[src/bla_map.svh]
`ifndef BLA_MAP_SVH
`define BLA_MAP_SVH

// Command codes of the two registers
`define BLA_CMD_BIAS_LIMIT 8'h11
`define BLA_CMD_CONV_SEL 8'h18

// Bias limit field
`define BLA_LIMIT_W 7
`define BLA_LIMIT_RST 7'h00

// Conversion source select field
`define BLA_SEL_W 3
`define BLA_SEL_RST 3'h0

// Result layout on read of the select register
`define BLA_ADC_W 10
`define BLA_RD_SRC_LSB 12
`define BLA_RD_VALID_BIT 10

// Limit code steps are 1/128 of full scale, ADC codes 1/1024: ratio 8
`define BLA_LIMIT_SHIFT 3

`endif

[src/bla_pkg.sv]
`default_nettype none

package bla_pkg;

	typedef enum logic [2:0] {
		BLA_SRC_SOURCE = 3'h0,
		BLA_SRC_MODULATION = 3'h1,
		BLA_SRC_LASER_VOLT = 3'h2,
		BLA_SRC_MONITOR = 3'h3,
		BLA_SRC_TEMP = 3'h4,
		BLA_SRC_TERM_VOLT = 3'h5,
		BLA_SRC_RSVD6 = 3'h6,
		BLA_SRC_RSVD7 = 3'h7
	} bla_src_e;

	typedef enum logic [1:0] {
		BLA_IDLE = 2'h0,
		BLA_BUSY = 2'h1
	} bla_state_e;

	typedef struct packed {
		logic wr;
		logic rd;
		logic [7:0] cmd;
		logic [15:0] wdata;
	} bla_req_s;

	typedef struct packed {
		bla_src_e src;
		logic valid;
		logic [9:0] data;
	} bla_result_s;

endpackage

`default_nettype wire

[src/bla_bias_adc_regs.sv]
// How it works
// - Bias limit is seven unsigned bits 6:0, reset zero; bits 15:7 reserved.
// - Bias limit code is the overcurrent detection threshold.
// - Overcurrent fault raised when bias exceeds limit, only while enable is one.
// - Threshold equals code/128 times (range+1) times 9mA step.
// - Source select is three bits 2:0, reset zero; bits 15:3 reserved.
// - Codes 0..5 pick source, modulation, diode volts, monitor, temperature, termination.
// - Current results linear over 1024 codes, scaled by matching range setting.
// - Temperature code is absolute, half degree steps, offset 273.
// - Overcurrent event latched into cleared-on-read status bit 0.
// - Writing source select marks result invalid until a fresh conversion completes.
`timescale 1ns/1ns
`default_nettype none
`include "bla_map.svh"

module bla_bias_adc_regs #(
	parameter int ADC_W = `BLA_ADC_W,
	parameter int LIMIT_W = `BLA_LIMIT_W
) (
	input wire logic sys_clk,
	input wire logic sys_rst,
	input wire logic clkEn,
	input wire bla_pkg::bla_req_s regReq,
	output logic [15:0] regRdata,
	output logic regRvalid,
	input wire logic overcurrentEnable,
	input wire logic [ADC_W-1:0] biasCode,
	input wire logic biasCodeValid,
	input wire logic faultStatusRead,
	output logic overcurrentFault,
	output logic overcurrentStatus,
	output logic [LIMIT_W-1:0] biasLimitCode,
	input wire logic userCycle,
	output logic convStart,
	output logic [2:0] convSource,
	input wire logic convDone,
	input wire logic [ADC_W-1:0] convData
);

	logic [LIMIT_W-1:0] limit_reg, limit_next;
	logic [2:0] sel_reg, sel_next;
	logic [15:0] rdata_reg, rdata_next;
	logic rvalid_reg, rvalid_next;
	logic status_reg, status_next;
	logic stale_reg, stale_next;
	logic [2:0] convSrc_reg, convSrc_next;
	bla_pkg::bla_state_e state_reg, state_next;
	bla_pkg::bla_result_s result_reg, result_next;
	logic overLimit;
	logic wrLimit, wrSel, rdSel, rdLimit;

	function automatic logic srcReserved(input logic [2:0] code);
		srcReserved = code >= bla_pkg::BLA_SRC_RSVD6;
	endfunction

	assign wrLimit = regReq.wr && regReq.cmd == `BLA_CMD_BIAS_LIMIT;
	assign wrSel = regReq.wr && regReq.cmd == `BLA_CMD_CONV_SEL;
	assign rdLimit = regReq.rd && regReq.cmd == `BLA_CMD_BIAS_LIMIT;
	assign rdSel = regReq.rd && regReq.cmd == `BLA_CMD_CONV_SEL;

	bla_limit_cmp #(
		.ADC_W(ADC_W),
		.LIMIT_W(LIMIT_W)
	) u_cmp (
		.sys_clk(sys_clk),
		.sys_rst(sys_rst),
		.clkEn(clkEn),
		.limitCode(limit_reg),
		.sampleCode(biasCode),
		.sampleValid(biasCodeValid),
		.overLimit(overLimit)
	);

	assign overcurrentFault = overLimit && overcurrentEnable;

	// Register file and fault status
	always_comb begin
		limit_next = limit_reg;
		sel_next = sel_reg;
		rdata_next = rdata_reg;
		rvalid_next = 1'b0;
		if (wrLimit) begin
			limit_next = regReq.wdata[LIMIT_W-1:0];
		end
		if (wrSel) begin
			sel_next = regReq.wdata[2:0];
		end
		if (regReq.rd) begin
			rvalid_next = 1'b1;
			rdata_next = 16'h0000;
			if (rdLimit) begin
				rdata_next[LIMIT_W-1:0] = limit_reg;
			end else if (rdSel) begin
				rdata_next[`BLA_RD_SRC_LSB +: 3] = result_reg.src;
				rdata_next[`BLA_RD_VALID_BIT] = result_reg.valid;
				rdata_next[ADC_W-1:0] = result_reg.data;
			end
		end
		// Set wins over the clear so a fault in the read cycle is kept
		status_next = overcurrentFault || (status_reg && !faultStatusRead);
	end

	always_ff @(posedge sys_clk) begin
		if (sys_rst) begin
			limit_reg <= `BLA_LIMIT_RST;
			sel_reg <= `BLA_SEL_RST;
			rdata_reg <= 16'h0000;
			rvalid_reg <= 1'b0;
			status_reg <= 1'b0;
		end else if (clkEn) begin
			limit_reg <= limit_next;
			sel_reg <= sel_next;
			rdata_reg <= rdata_next;
			rvalid_reg <= rvalid_next;
			status_reg <= status_next;
		end
	end

	// User conversion sequencing
	always_comb begin
		state_next = state_reg;
		convSrc_next = convSrc_reg;
		stale_next = stale_reg;
		result_next = result_reg;
		convStart = 1'b0;
		if (rdSel) begin
			result_next.valid = 1'b0;
		end
		case (state_reg)
			bla_pkg::BLA_IDLE: begin
				if (clkEn && userCycle && !srcReserved(sel_reg)) begin
					convStart = 1'b1;
					convSrc_next = sel_reg;
					stale_next = 1'b0;
					state_next = bla_pkg::BLA_BUSY;
				end
			end
			bla_pkg::BLA_BUSY: begin
				if (convDone) begin
					// Linear and temperature codes pass unscaled; software applies scale
					result_next.src = bla_pkg::bla_src_e'(convSrc_reg);
					result_next.data = convData;
					result_next.valid = !stale_reg && !wrSel;
					state_next = bla_pkg::BLA_IDLE;
				end
			end
			default: begin
				state_next = bla_pkg::BLA_IDLE;
			end
		endcase
		// A conversion started before the write belongs to the old source
		if (wrSel) begin
			result_next.valid = 1'b0;
			stale_next = 1'b1;
		end
	end

	always_ff @(posedge sys_clk) begin
		if (sys_rst) begin
			state_reg <= bla_pkg::BLA_IDLE;
			convSrc_reg <= `BLA_SEL_RST;
			stale_reg <= 1'b0;
			result_reg <= '0;
		end else if (clkEn) begin
			state_reg <= state_next;
			convSrc_reg <= convSrc_next;
			stale_reg <= stale_next;
			result_reg <= result_next;
		end
	end

	assign regRdata = rdata_reg;
	assign regRvalid = rvalid_reg;
	assign overcurrentStatus = status_reg;
	assign biasLimitCode = limit_reg;
	assign convSource = convSrc_reg;

	a_limit_write: assert property (@(posedge sys_clk) disable iff (sys_rst)
		clkEn && wrLimit |=> limit_reg == $past(regReq.wdata[6:0]))
		else $error("bias limit not loaded from write");
	a_limit_rsvd: assert property (@(posedge sys_clk) disable iff (sys_rst)
		clkEn && (rdLimit || rdSel) |=> regRvalid && regRdata[15] == 1'b0 && (!$past(rdLimit) || regRdata[15:7] == 9'h000))
		else $error("reserved bits read nonzero");
	a_fault_gate: assert property (@(posedge sys_clk) disable iff (sys_rst)
		clkEn && !overcurrentEnable && !overcurrentStatus |=> !overcurrentStatus)
		else $error("status set while fault disabled");
	a_fault_thresh: assert property (@(posedge sys_clk) disable iff (sys_rst)
		clkEn && biasCodeValid && biasCode > {limit_reg, 3'b000} |=> overLimit)
		else $error("bias above limit not detected");
	a_fault_below: assert property (@(posedge sys_clk) disable iff (sys_rst)
		clkEn && biasCodeValid && biasCode <= {limit_reg, 3'b000} |=> !overLimit)
		else $error("bias at or below limit flagged");
	a_status_sticky: assert property (@(posedge sys_clk) disable iff (sys_rst)
		clkEn && overcurrentFault |=> overcurrentStatus)
		else $error("overcurrent event lost");
	a_sel_write: assert property (@(posedge sys_clk) disable iff (sys_rst)
		clkEn && wrSel |=> sel_reg == $past(regReq.wdata[2:0]) && !result_reg.valid)
		else $error("select write mishandled");
	a_rsvd_nostart: assert property (@(posedge sys_clk) disable iff (sys_rst)
		convStart |-> sel_reg < 3'h6 ##1 state_reg == bla_pkg::BLA_BUSY)
		else $error("conversion on reserved source");
	a_result_load: assert property (@(posedge sys_clk) disable iff (sys_rst)
		clkEn && state_reg == bla_pkg::BLA_BUSY && convDone && !stale_reg && !wrSel
		|=> result_reg.valid && result_reg.data == $past(convData) && result_reg.src == $past(convSrc_reg))
		else $error("fresh result not captured");
	a_read_clear: assert property (@(posedge sys_clk) disable iff (sys_rst)
		clkEn && rdSel && !(state_reg == bla_pkg::BLA_BUSY && convDone) |=> !result_reg.valid)
		else $error("result still valid after read");
	a_status_clear: assert property (@(posedge sys_clk) disable iff (sys_rst)
		clkEn && faultStatusRead && !overcurrentFault |=> !overcurrentStatus)
		else $error("status not cleared by read");
	a_conv_source: assert property (@(posedge sys_clk) disable iff (sys_rst)
		convStart |=> convSource == $past(sel_reg))
		else $error("converted source differs from select");
	// Freeze check also covers the sequencer, which must not advance
	a_freeze_hold: assert property (@(posedge sys_clk) disable iff (sys_rst)
		!clkEn |=> $stable(limit_reg) && $stable(sel_reg) && $stable(state_reg))
		else $error("state moved while clock enable low");

endmodule // bla_bias_adc_regs
`default_nettype wire

[src/bla_limit_cmp.sv]
`timescale 1ns/1ns
`default_nettype none
`include "bla_map.svh"

module bla_limit_cmp #(
	parameter int ADC_W = `BLA_ADC_W,
	parameter int LIMIT_W = `BLA_LIMIT_W
) (
	input wire logic sys_clk,
	input wire logic sys_rst,
	input wire logic clkEn,
	input wire logic [LIMIT_W-1:0] limitCode,
	input wire logic [ADC_W-1:0] sampleCode,
	input wire logic sampleValid,
	output var logic overLimit
);

	logic over_reg;
	logic over_next;
	logic [ADC_W-1:0] threshold;

	// Both scale by the same range setting, so the comparison is range free
	always_comb begin
		threshold = ADC_W'({limitCode, `BLA_LIMIT_SHIFT'(0)});
		over_next = over_reg;
		if (sampleValid) begin
			over_next = sampleCode > threshold;
		end
	end

	always_ff @(posedge sys_clk) begin
		if (sys_rst) begin
			over_reg <= 1'b0;
		end else if (clkEn) begin
			over_reg <= over_next;
		end
	end

	assign overLimit = over_reg;

endmodule // bla_limit_cmp
`default_nettype wire

[config.mk]
export PLATFORM = sky130hd
export DESIGN_NAME = bla_bias_adc_regs
export DESIGN_NICKNAME = d
export VERILOG_FILES = /design/src/bla_pkg.sv /design/src/bla_bias_adc_regs.sv /design/src/bla_limit_cmp.sv
export VERILOG_INCLUDE_DIRS = /design/src
export SDC_FILE = /design/constraint.sdc
export NUM_CORES = 1
export LEC_CHECK = 0
export BUFFER_PORTS_ARGS = -buffer_cell sky130_fd_sc_hd__buf_2
export CAP_MARGIN = 20
export CORE_MARGIN = 2
export CORE_UTILIZATION = 41
export DETAILED_ROUTE_END_ITERATION = 16
export PLACE_DENSITY = 0.78
export SLEW_MARGIN = 20
export SYNTH_ARGS = -nofsm -noshare
export SYNTH_HDL_FRONTEND = slang
export SYNTH_HIERARCHICAL = 1
export SYNTH_SLANG_ARGS = --single-unit
export TNS_END_PERCENT = 1
[constraint.sdc]
create_clock -name sys_clk -period 3.3 [get_ports sys_clk]
set_clock_uncertainty 0.15 [all_clocks]
set_input_delay 0.66 -clock sys_clk [delete_from_list [all_inputs] [get_ports sys_clk]]
set_output_delay 0.66 -clock sys_clk [all_outputs]
set_load 0.02 [all_outputs]
## Word level (Yosys, flattened, before mapping)

Index checks and enable logic that the tools add are counted.

- Order comparisons: 2
- Muxes and demuxes: 18
- Equal/unequal tests: 5
- Reduce and logical (&&, ||, !) cells: 25

Operators with widths:

| kind | count |
|---|---|
| 11-bit 2-to-1 mux | 3 |
| 8-bit by 5-bit == test with 1-bit output (second input constant) | 2 |
| 3-bit AND reduction | 4 |
| 10-bit > comparator | 1 |
| 1-bit logical AND | 9 |
| 1-bit 2-to-1 mux | 8 |
| 2-bit AND reduction | 4 |
| 7-bit 2-to-1 mux | 1 |
| 3-bit 2-to-1 mux | 2 |
| 1-bit zero test | 4 |
| 2-bit 2-to-1 mux | 2 |
| 4-bit 2-to-1 mux | 1 |
| 2-bit inequality test (second input constant) | 2 |
| 2-bit case mux with 2 select lines | 1 |
| 2-bit nonzero test | 2 |
| 3-bit >= comparator (second input constant) | 1 |
| 2-bit by 1-bit == test with 1-bit output (second input constant) | 1 |
| 2-bit zero test | 1 |
| 1-bit logical OR | 1 |

- Output and inout port bits: 30
- Input port bits: 54
- Register bits after elaboration: 47
- Word-level logic and storage cells: 62

## Logic depth before layout (Yosys ltp)

Gate-level depths: netlist (run 1).

- Depth after elaboration: 7
- Depth in mapped cells: 6

## By module

The synthesis (run 1) kept the hierarchy.

Modules (own cells, without submodules):

| module | cells an instance | area an instance (sq um) | times used | sequential area each (sq um) |
|---|---|---|---|---|
| bla_bias_adc_regs | 198 | 1809.2 | 1 | 900.9 |
| bla_limit_cmp | 28 | 214.0 | 1 | 20.0 |

## Worst setup path before layout (run 1)

Ideal clock, no wire load.

- Kind: input to output
- Start: in clkEn
- End: out convStart
- Path slack: 1221 ps
- Stages on the path: 3
- Data arrival time: 1269 ps
- Buffers on the path: 1
- Required time: 2490 ps
- Path through: buf_2 > nand3b_1 > nor2_1

- Longest elaborated chain between the ends: 4

RTL lines:

| what | line | RTL |
|---|---|---|
| from (decl) | bla_bias_adc_regs.sv:22 | `input wire logic clkEn,` |
| 1-bit logical AND (2 in series) | bla_bias_adc_regs.sv:131 | `if (clkEn && userCycle && !srcReserved(sel_reg)) begin` |
| 1-bit 2-to-1 mux | bla_bias_adc_regs.sv:131 |  |
| 1-bit 2-to-1 mux | bla_bias_adc_regs.sv:129 | `case (state_reg)` |
| to (decl) | bla_bias_adc_regs.sv:34 | `output logic convStart,` |

Every way passes these cells.

## Worst setup path after layout (run 1)

Ends and elaborated chain as after synthesis.

==> qor.txt, run 1 <==
Standard cell core area -> 0.00475 mm²
Global-route total usage across every layer -> 0.181
Setup Buffers After CTS -> 0
IR Drop Worst-Case VDD -> 0.180 mV
Cell chosen for the clock root -> sky130_fd_sc_hd__clkbuf_8
Dominant cells by area after synthesis -> sky130_fd_sc_hd__dfxtp_1, sky130_fd_sc_hd__nand2_1, sky130_fd_sc_hd__mux2i_1
Delay contributed by the slowest stage of the critical path -> 0.23 ns
Number of standard-cell rows in the floorplan -> 25
Endpoints failing hold -> 0
Die Y-Extent -> 74.2 µm
Measured slew at the worst slew-check pin -> 0.996 ns
Global placement routability congestion -> 0.833
Area added between synthesis and finish -> 23.4%
Vias in the first global route -> 1680
Syn Inst Count -> 226
Outcome -> finished, final reports clean
Leakage power -> 1.06 nW
Via Count -> 1808
Number of different library cells in the post-synthesis netlist -> 36
Post-synth top area share -> 0.455
Netlist area before placement -> 0.00202 mm²
Overflow after GRT -> 0
Setup_tns -> 0 ns
Count of TritonRoute iterations in the first routing pass -> 4
Buf+Inv Stages, Crit Path -> 2
Total wirelength of the detailed-routed design -> 4.71 mm
Register clock-pin slew on the reported worst setup and hold paths -> 0.08 ns
Kind of start point of the critical path -> input port
Worst setup slack after placement -> 0.910 ns
Final period demand of the worst path -> 2.21 ns
Clock Latency Late Sink -> 0.29 ns
Clock tree from TritonCTS -> built
Portion of the clock cycle consumed by the worst path in the final layout -> 0.669
Fin area -> 0.00250 mm²
Top metal layer carrying routed signals -> met4
CTS sink count -> 46
Metal-1 WL -> 2.06 mm
Overall die area -> 0.00551 mm²
Fraction of synthesis flops using an asynchronous set or reset pin -> 0
Average wire per cell in the routed design -> 13.1 µm
Antenna violations before repair -> 0
Most Frequent Cell on Critical Path -> sky130_fd_sc_hd__buf_2
Clock buffer depth -> 2
Met2 wire length -> 2.30 mm
Part of the Yosys area used for sequential elements -> 0.455
Arrival @ worst endpoint -> 1.40 ns
Layout cell share with drive strength beyond 1 -> 0.280
Effective utilization at floorplan -> 0.426
Largest driver fanout on the critical path -> 13
Clock buffer count from CTS -> 5
Total length of routed met3 wires -> 286 µm
Number of port buffers -> 72
Type of destination of the critical path -> output port
Total power per unit cell area -> 400 mW/mm²
Top achievable clock speed -> 453 MHz
DR vias/cell -> 5.02
Number of design-rule violations left by the first detailed-router iteration -> 126
Synthesis Warnings -> 6
Number of enable-type register cells in the synthesized netlist -> 0
Slowest stage cell, crit path -> sky130_fd_sc_hd__buf_2
Worst-path cell chain -> buf_2 > nand3b_1 > nor2_1 > buf_2
CP top delay family -> buffers and inverters
Fraction of the core area covered by cells at the end of the flow -> 0.525
Unrepaired setup endpoints after global routing -> no
Fillcell total -> 474
Total of endpoints with negative setup slack in the final report -> 0
Post-detailed-route DRC marker count -> 0
I/O pin count -> 84
Number of H-tree levels -> 2
Final hold slack -> 0.299 ns
Data required time at the worst endpoint -> 2.49 ns
Kind of critical path -> in -> out
Total of flip-flops plus latches after synthesis -> 46
Number of routed nets with antenna violations -> 0
Average cell area after synthesis -> 8.95 µm²
Number of antenna cells inserted -> 0
Layout Nets -> 353
Prevailing post-synth register cell -> sky130_fd_sc_hd__dfxtp_1
DIE WIDTH -> 74.2 µm
Worst min path class -> reg -> reg
Library cell with the largest summed area after synthesis -> sky130_fd_sc_hd__dfxtp_1
Maximum number of pins on one net before global-route repair -> 45
Wire length of the first global-routing pass -> 7.56 mm
Post-CTS resize count -> 0
Final count of pins violating max slew -> 0
Post-place instance area -> 0.00240 mm²
Worst setup slack after layout -> 1.09 ns
Hold_buf cts -> 0
Max-slew headroom at the worst pin -> 0.336
Count of maximum capacitance violations -> 0
DPL Wire Length -> 3.64 mm
## metrics by stage
step                std cells  power, mW
floorplan                 227      0.625
global placement          352      0.662
detailed placement        352      0.664
CTS                       360       1.01
global route              360       1.04
finish                    360      0.999
## Yosys cell counts, drive strengths merged, types with 2 or more instances
cell / count
ha: 7
nor2: 5
a22o: 7
buf: 5
dfxtp: 46
nor4: 2
a21oi: 21
o21ai: 10
inv: 7
nand4: 2
clkbuf: 9
nand2b: 17
and3: 3
and2: 3
nor2b: 2
a22oi: 8
nand3: 5
nor4bb: 2
mux2i: 11
nand3b: 4
nand2: 37
## tightest hold or removal path, stage by stage, from the launching register on
cell	delay, ns
sky130_fd_sc_hd__dfxtp_1	0.31
sky130_fd_sc_hd__nand2_1	0.05
sky130_fd_sc_hd__o21ai_1	0.05
## cell usage in the layout, fill, tap and decap left out, types with 6 or more instances in the layout
cell type                   n
sky130_fd_sc_hd__a22oi_1    8
sky130_fd_sc_hd__inv_1      7
sky130_fd_sc_hd__o21ai_1    6
sky130_fd_sc_hd__ha_1       7
sky130_fd_sc_hd__buf_2     72
sky130_fd_sc_hd__a21oi_1   21
sky130_fd_sc_hd__a22o_1     7
sky130_fd_sc_hd__dfxtp_1   46
sky130_fd_sc_hd__mux2i_1   11
sky130_fd_sc_hd__nand2b_1  17
sky130_fd_sc_hd__clkbuf_8   6
sky130_fd_sc_hd__nand2_1   37
## worst paths after layout
check                                                    from                           end  slack [ns]  cells past startpoint
worst max-delay path                                    clkEn                     convStart        1.09                      4
worst max register to register  biasLimitCode[2]$_SDFFE_PP0P_  u_cmp/overLimit$_SDFFE_PP0P_        1.48                      6
worst min register to register       regRdata[5]$_SDFFE_PP0P_      regRdata[5]$_SDFFE_PP0P_        0.30                      2
worst min-delay path                 regRdata[5]$_SDFFE_PP0P_      regRdata[5]$_SDFFE_PP0P_        0.30                      2
## kinds of logic (layout without fill, tap and decap cells)
| group | Yosys count | count (layout) | share of synthesized area |
|---|---|---|---|
| buffers and inverters | 21 | 87 | 0.0458 |
| AO/OA/AOI/OAI | 51 | 51 | 0.156 |
| multiplexers | 11 | 11 | 0.0544 |
| other | 1 | 2 | 0.00185 |
| AND/OR/NAND/NOR | 89 | 89 | 0.243 |
| flip-flops | 46 | 46 | 0.455 |
| adder cells (fa/ha/maj) | 7 | 7 | 0.0433 |
## power by group
part	switching (mW)	leakage, nW	internal [mW]
clock	0.179	0.0482	0.169
sequential	0.00405	0.371	0.560
combinational	0.0477	0.644	0.0394
## per-layer routing
metal | vias up | track usage
li1 | 920 | -
met1 | 829 | 0.222
met2 | 52 | 0.306
met3 | 7 | 0.0569
met4 | 0 | 0.0536
met5 | - | 0
## area by class of cell
| type | instances | area (µm²) | area share |
|---|---|---|---|
| repair buffers | 72 | 360 | 0.144 |
| clock inverters | 1 | 5.00 | 0.00201 |
| multi-input cells | 160 | 1010 | 0.406 |
| well taps | 67 | 83.8 | 0.0336 |
| inverters | 7 | 26.3 | 0.0105 |
| clock buffers | 7 | 86.3 | 0.0346 |
| flip-flops and latches | 46 | 921 | 0.369 |
Note: power is estimated with default switching activity, not from simulation.
==> inputs of run 2 (changes only) <==
--- a/config.mk
+++ b/config.mk
@@ -11,7 +11,7 @@
 export CORE_MARGIN = 2
 export CORE_UTILIZATION = 41
 export DETAILED_ROUTE_END_ITERATION = 16
-export PLACE_DENSITY = 0.78
+export PLACE_DENSITY = 0.81
 export SLEW_MARGIN = 20
 export SYNTH_ARGS = -nofsm -noshare
 export SYNTH_HDL_FRONTEND = slang
==> constraint.sdc (replaced) <==
create_clock -name sys_clk -period 2 [get_ports sys_clk]
set_clock_uncertainty 0.15 [all_clocks]
set_input_delay 0.4 -clock sys_clk [delete_from_list [all_inputs] [get_ports sys_clk]]
set_output_delay 0.4 -clock sys_clk [all_outputs]
set_load 0.02 [all_outputs]
==> qor.txt, run 2 (same netlist as run 1, synthesis figures left out) <==
Worst setup slack after placement -> 0.0891 ns (was 0.910 ns)
Fin area -> 0.00259 mm² (was 0.00250 mm²)
Crit Reg-Reg Startpoint -> biasLimitCode[6]$_SDFFE_PP0P_ (was biasLimitCode[2]$_SDFFE_PP0P_)
Most Crowded Layer GR -> met2 (unchanged)
Number of antenna cells inserted -> 0 (unchanged)
Most common cell after layout, fill and taps aside -> sky130_fd_sc_hd__buf_2 (unchanged)
Overall die area -> 0.00551 mm² (unchanged)
Unrepaired setup endpoints after global routing -> no (unchanged)
HP Start -> convData[8] (was regRdata[5]$_SDFFE_PP0P_)
Global placement routability congestion -> 0.808 (was 0.833)
Final hold slack -> 0.187 ns (was 0.299 ns)
Commonest cells after routing, fill and taps aside -> sky130_fd_sc_hd__buf_2, sky130_fd_sc_hd__dfxtp_1, sky130_fd_sc_hd__nand2_1 (unchanged)
Crit. Startpoint -> biasLimitCode[6]$_SDFFE_PP0P_ (was clkEn)
Multi-input gate area in the final layout -> 0.00101 mm² (unchanged)
Post-place instance area -> 0.00249 mm² (was 0.00240 mm²)
Portion of the clock cycle consumed by the worst path in the final layout -> 0.914
Maximum number of pins on one net before global-route repair -> 30 (was 45)
Vias in the first global route -> 1819 (was 1680)
Clock tree from TritonCTS -> built (unchanged)
Worst min path class -> in -> reg (was reg -> reg)
Endpoints failing hold -> 0 (unchanged)
Number of standard-cell rows in the floorplan -> 25 (unchanged)
Count of maximum capacitance violations -> 0 (unchanged)
Top achievable clock speed -> 547 MHz
Clock buffer count from CTS -> 5 (unchanged)
Overflow after GRT -> 0 (unchanged)
DPL Wire Length -> 3.81 mm (was 3.64 mm)
Global-route met2 utilization -> 0.324 (was 0.306)
Antenna violations before repair -> 0 (unchanged)
Register area -> 921 µm² (unchanged)
DIE WIDTH -> 74.2 µm (unchanged)
Total of endpoints with negative setup slack in the final report -> 0 (unchanged)
Via Count -> 1847 (was 1808)
Hold-critical path depth -> 3 (was 2)
Number of port buffers -> 72 (unchanged)
Largest driver fanout on the critical path -> 4 (was 13)
Count of TritonRoute iterations in the first routing pass -> 4 (unchanged)
Met1 Use GR -> 0.240 (was 0.222)
Clock buffer depth -> 2 (unchanged)
Global-route total usage across every layer -> 0.191 (was 0.181)
Number of design-rule violations left by the first detailed-router iteration -> 114 (was 126)
CTS sink count -> 46 (unchanged)
Layout cell share with drive strength beyond 1 -> 0.308 (was 0.280)
Number of H-tree levels -> 2 (unchanged)
IR Drop Worst-Case VDD -> 0.315 mV (was 0.180 mV)
Final count of pins violating max slew -> 0 (unchanged)
Type of destination of the critical path -> register (was output port)
Clock Latency Late Sink -> 0.29 ns (about the same)
Worst setup slack after layout -> 0.172 ns (was 1.09 ns)
Met3 global-route usage -> 0.0434 (was 0.0569)
Total power per unit cell area -> 643 mW/mm² (was 400 mW/mm²)
Area added between synthesis and finish -> 27.8% (was 23.4%)
Data required time at the worst endpoint -> 2.03 ns (was 2.49 ns)
Post-detailed-route DRC marker count -> 0 (unchanged)
Effective utilization at floorplan -> 0.426 (unchanged)
Register clock-pin slew on the reported worst setup and hold paths -> 0.08 ns (about the same)
Setup Buffers After CTS -> 0 (unchanged)
Fillcell total -> 475 (was 474)
Setup_tns -> 0 ns (unchanged)
Cell depth of the worst flop-to-flop path -> 6 (unchanged)
Wire length of the first global-routing pass -> 8.16 mm (was 7.56 mm)
Kind of start point of the critical path -> register (was input port)
Standard cell core area -> 0.00475 mm² (unchanged)
Average wire per cell in the routed design -> 13.1 µm (about the same)
Cell chosen for the clock root -> sky130_fd_sc_hd__clkbuf_8 (unchanged)
Kind of critical path -> reg -> reg (was in -> out)
Max-slew headroom at the worst pin -> 0.589 (was 0.336)
Die Y-Extent -> 74.2 µm (unchanged)
DR vias/cell -> 4.97 (was 5.02)
Layout Nets -> 365 (was 353)
Final period demand of the worst path -> 1.83 ns
Number of routed nets with antenna violations -> 0 (unchanged)
I/O pin count -> 84 (unchanged)
Post-CTS resize count -> 0 (unchanged)
Leakage power -> 1.12 nW (was 1.06 nW)
Fraction of the core area covered by cells at the end of the flow -> 0.544 (was 0.525)
Outcome -> finished, final reports clean (unchanged)
Hold_buf cts -> 0 (unchanged)
Measured slew at the worst slew-check pin -> 0.617 ns (was 0.996 ns)
Total wirelength of the detailed-routed design -> 4.87 mm (was 4.71 mm)
Arrival @ worst endpoint -> 1.85 ns (was 1.40 ns)
==> run 2: cell types whose count changed in the layout (fill, tap and decap cells not counted) <==
cell                    before  now
sky130_fd_sc_hd__buf_4       0   12
==> run 2: layout make-up <==
type                            instances  area share
Clock buffer                            7      0.0334
Timing Repair Buffer                   84       0.174
Sequential cell                        46       0.356
Inverter                                7      0.0102
Multi-Input combinational cell        160       0.392
Tap cell                               67      0.0324
Clock inverter                          1     0.00194
==> run 2: metal layers <==
layer | part of all wire | up-vias
li1 | - | 944
met1 | 0.43 | 843
met2 | 0.50 | 52
met3 | 0.053 | 8
met4 | 0.017 | 0
met5 | 0 | -
==> run 2: critical path, stage by stage, from the launching register on <==
cell and delay [ns]:
sky130_fd_sc_hd__dfxtp_1 0.39, sky130_fd_sc_hd__inv_1 0.06, sky130_fd_sc_hd__ha_1 0.32, sky130_fd_sc_hd__nand4_1 0.15
sky130_fd_sc_hd__a21oi_1 0.07, sky130_fd_sc_hd__a2111oi_0 0.43, sky130_fd_sc_hd__o41ai_1 0.14
==> run 2: metrics by stage <==
| stage | instances | power (mW) |
|---|---|---|
| 2_1_floorplan | 227 | 1.03 |
| 3_3_place_gp | 364 | 1.10 |
| 3_5_place_dp | 364 | 1.11 |
| 4_1_cts | 372 | 1.68 |
| 5_1_grt | 372 | 1.74 |
| 6_report | 372 | 1.66 |
==> run 2: power by group <==
group / internal [mW] / switching [mW]
registers: 0.924 / 0.00662
logic: 0.0749 / 0.0818
clock network: 0.279 / 0.296
total: 1.28 / 0.385
==> run 2: path summary, 6_finish.rpt <==
check / endpoint / slack [ns]
worst min register to register: regRdata[4]$_SDFFE_PP0P_ / 0.30
worst max register to register: u_cmp/overLimit$_SDFFE_PP0P_ / 0.17
worst max-delay path: u_cmp/overLimit$_SDFFE_PP0P_ / 0.17
worst min-delay path: result_reg[8]$_SDFFE_PP0P_ / 0.19
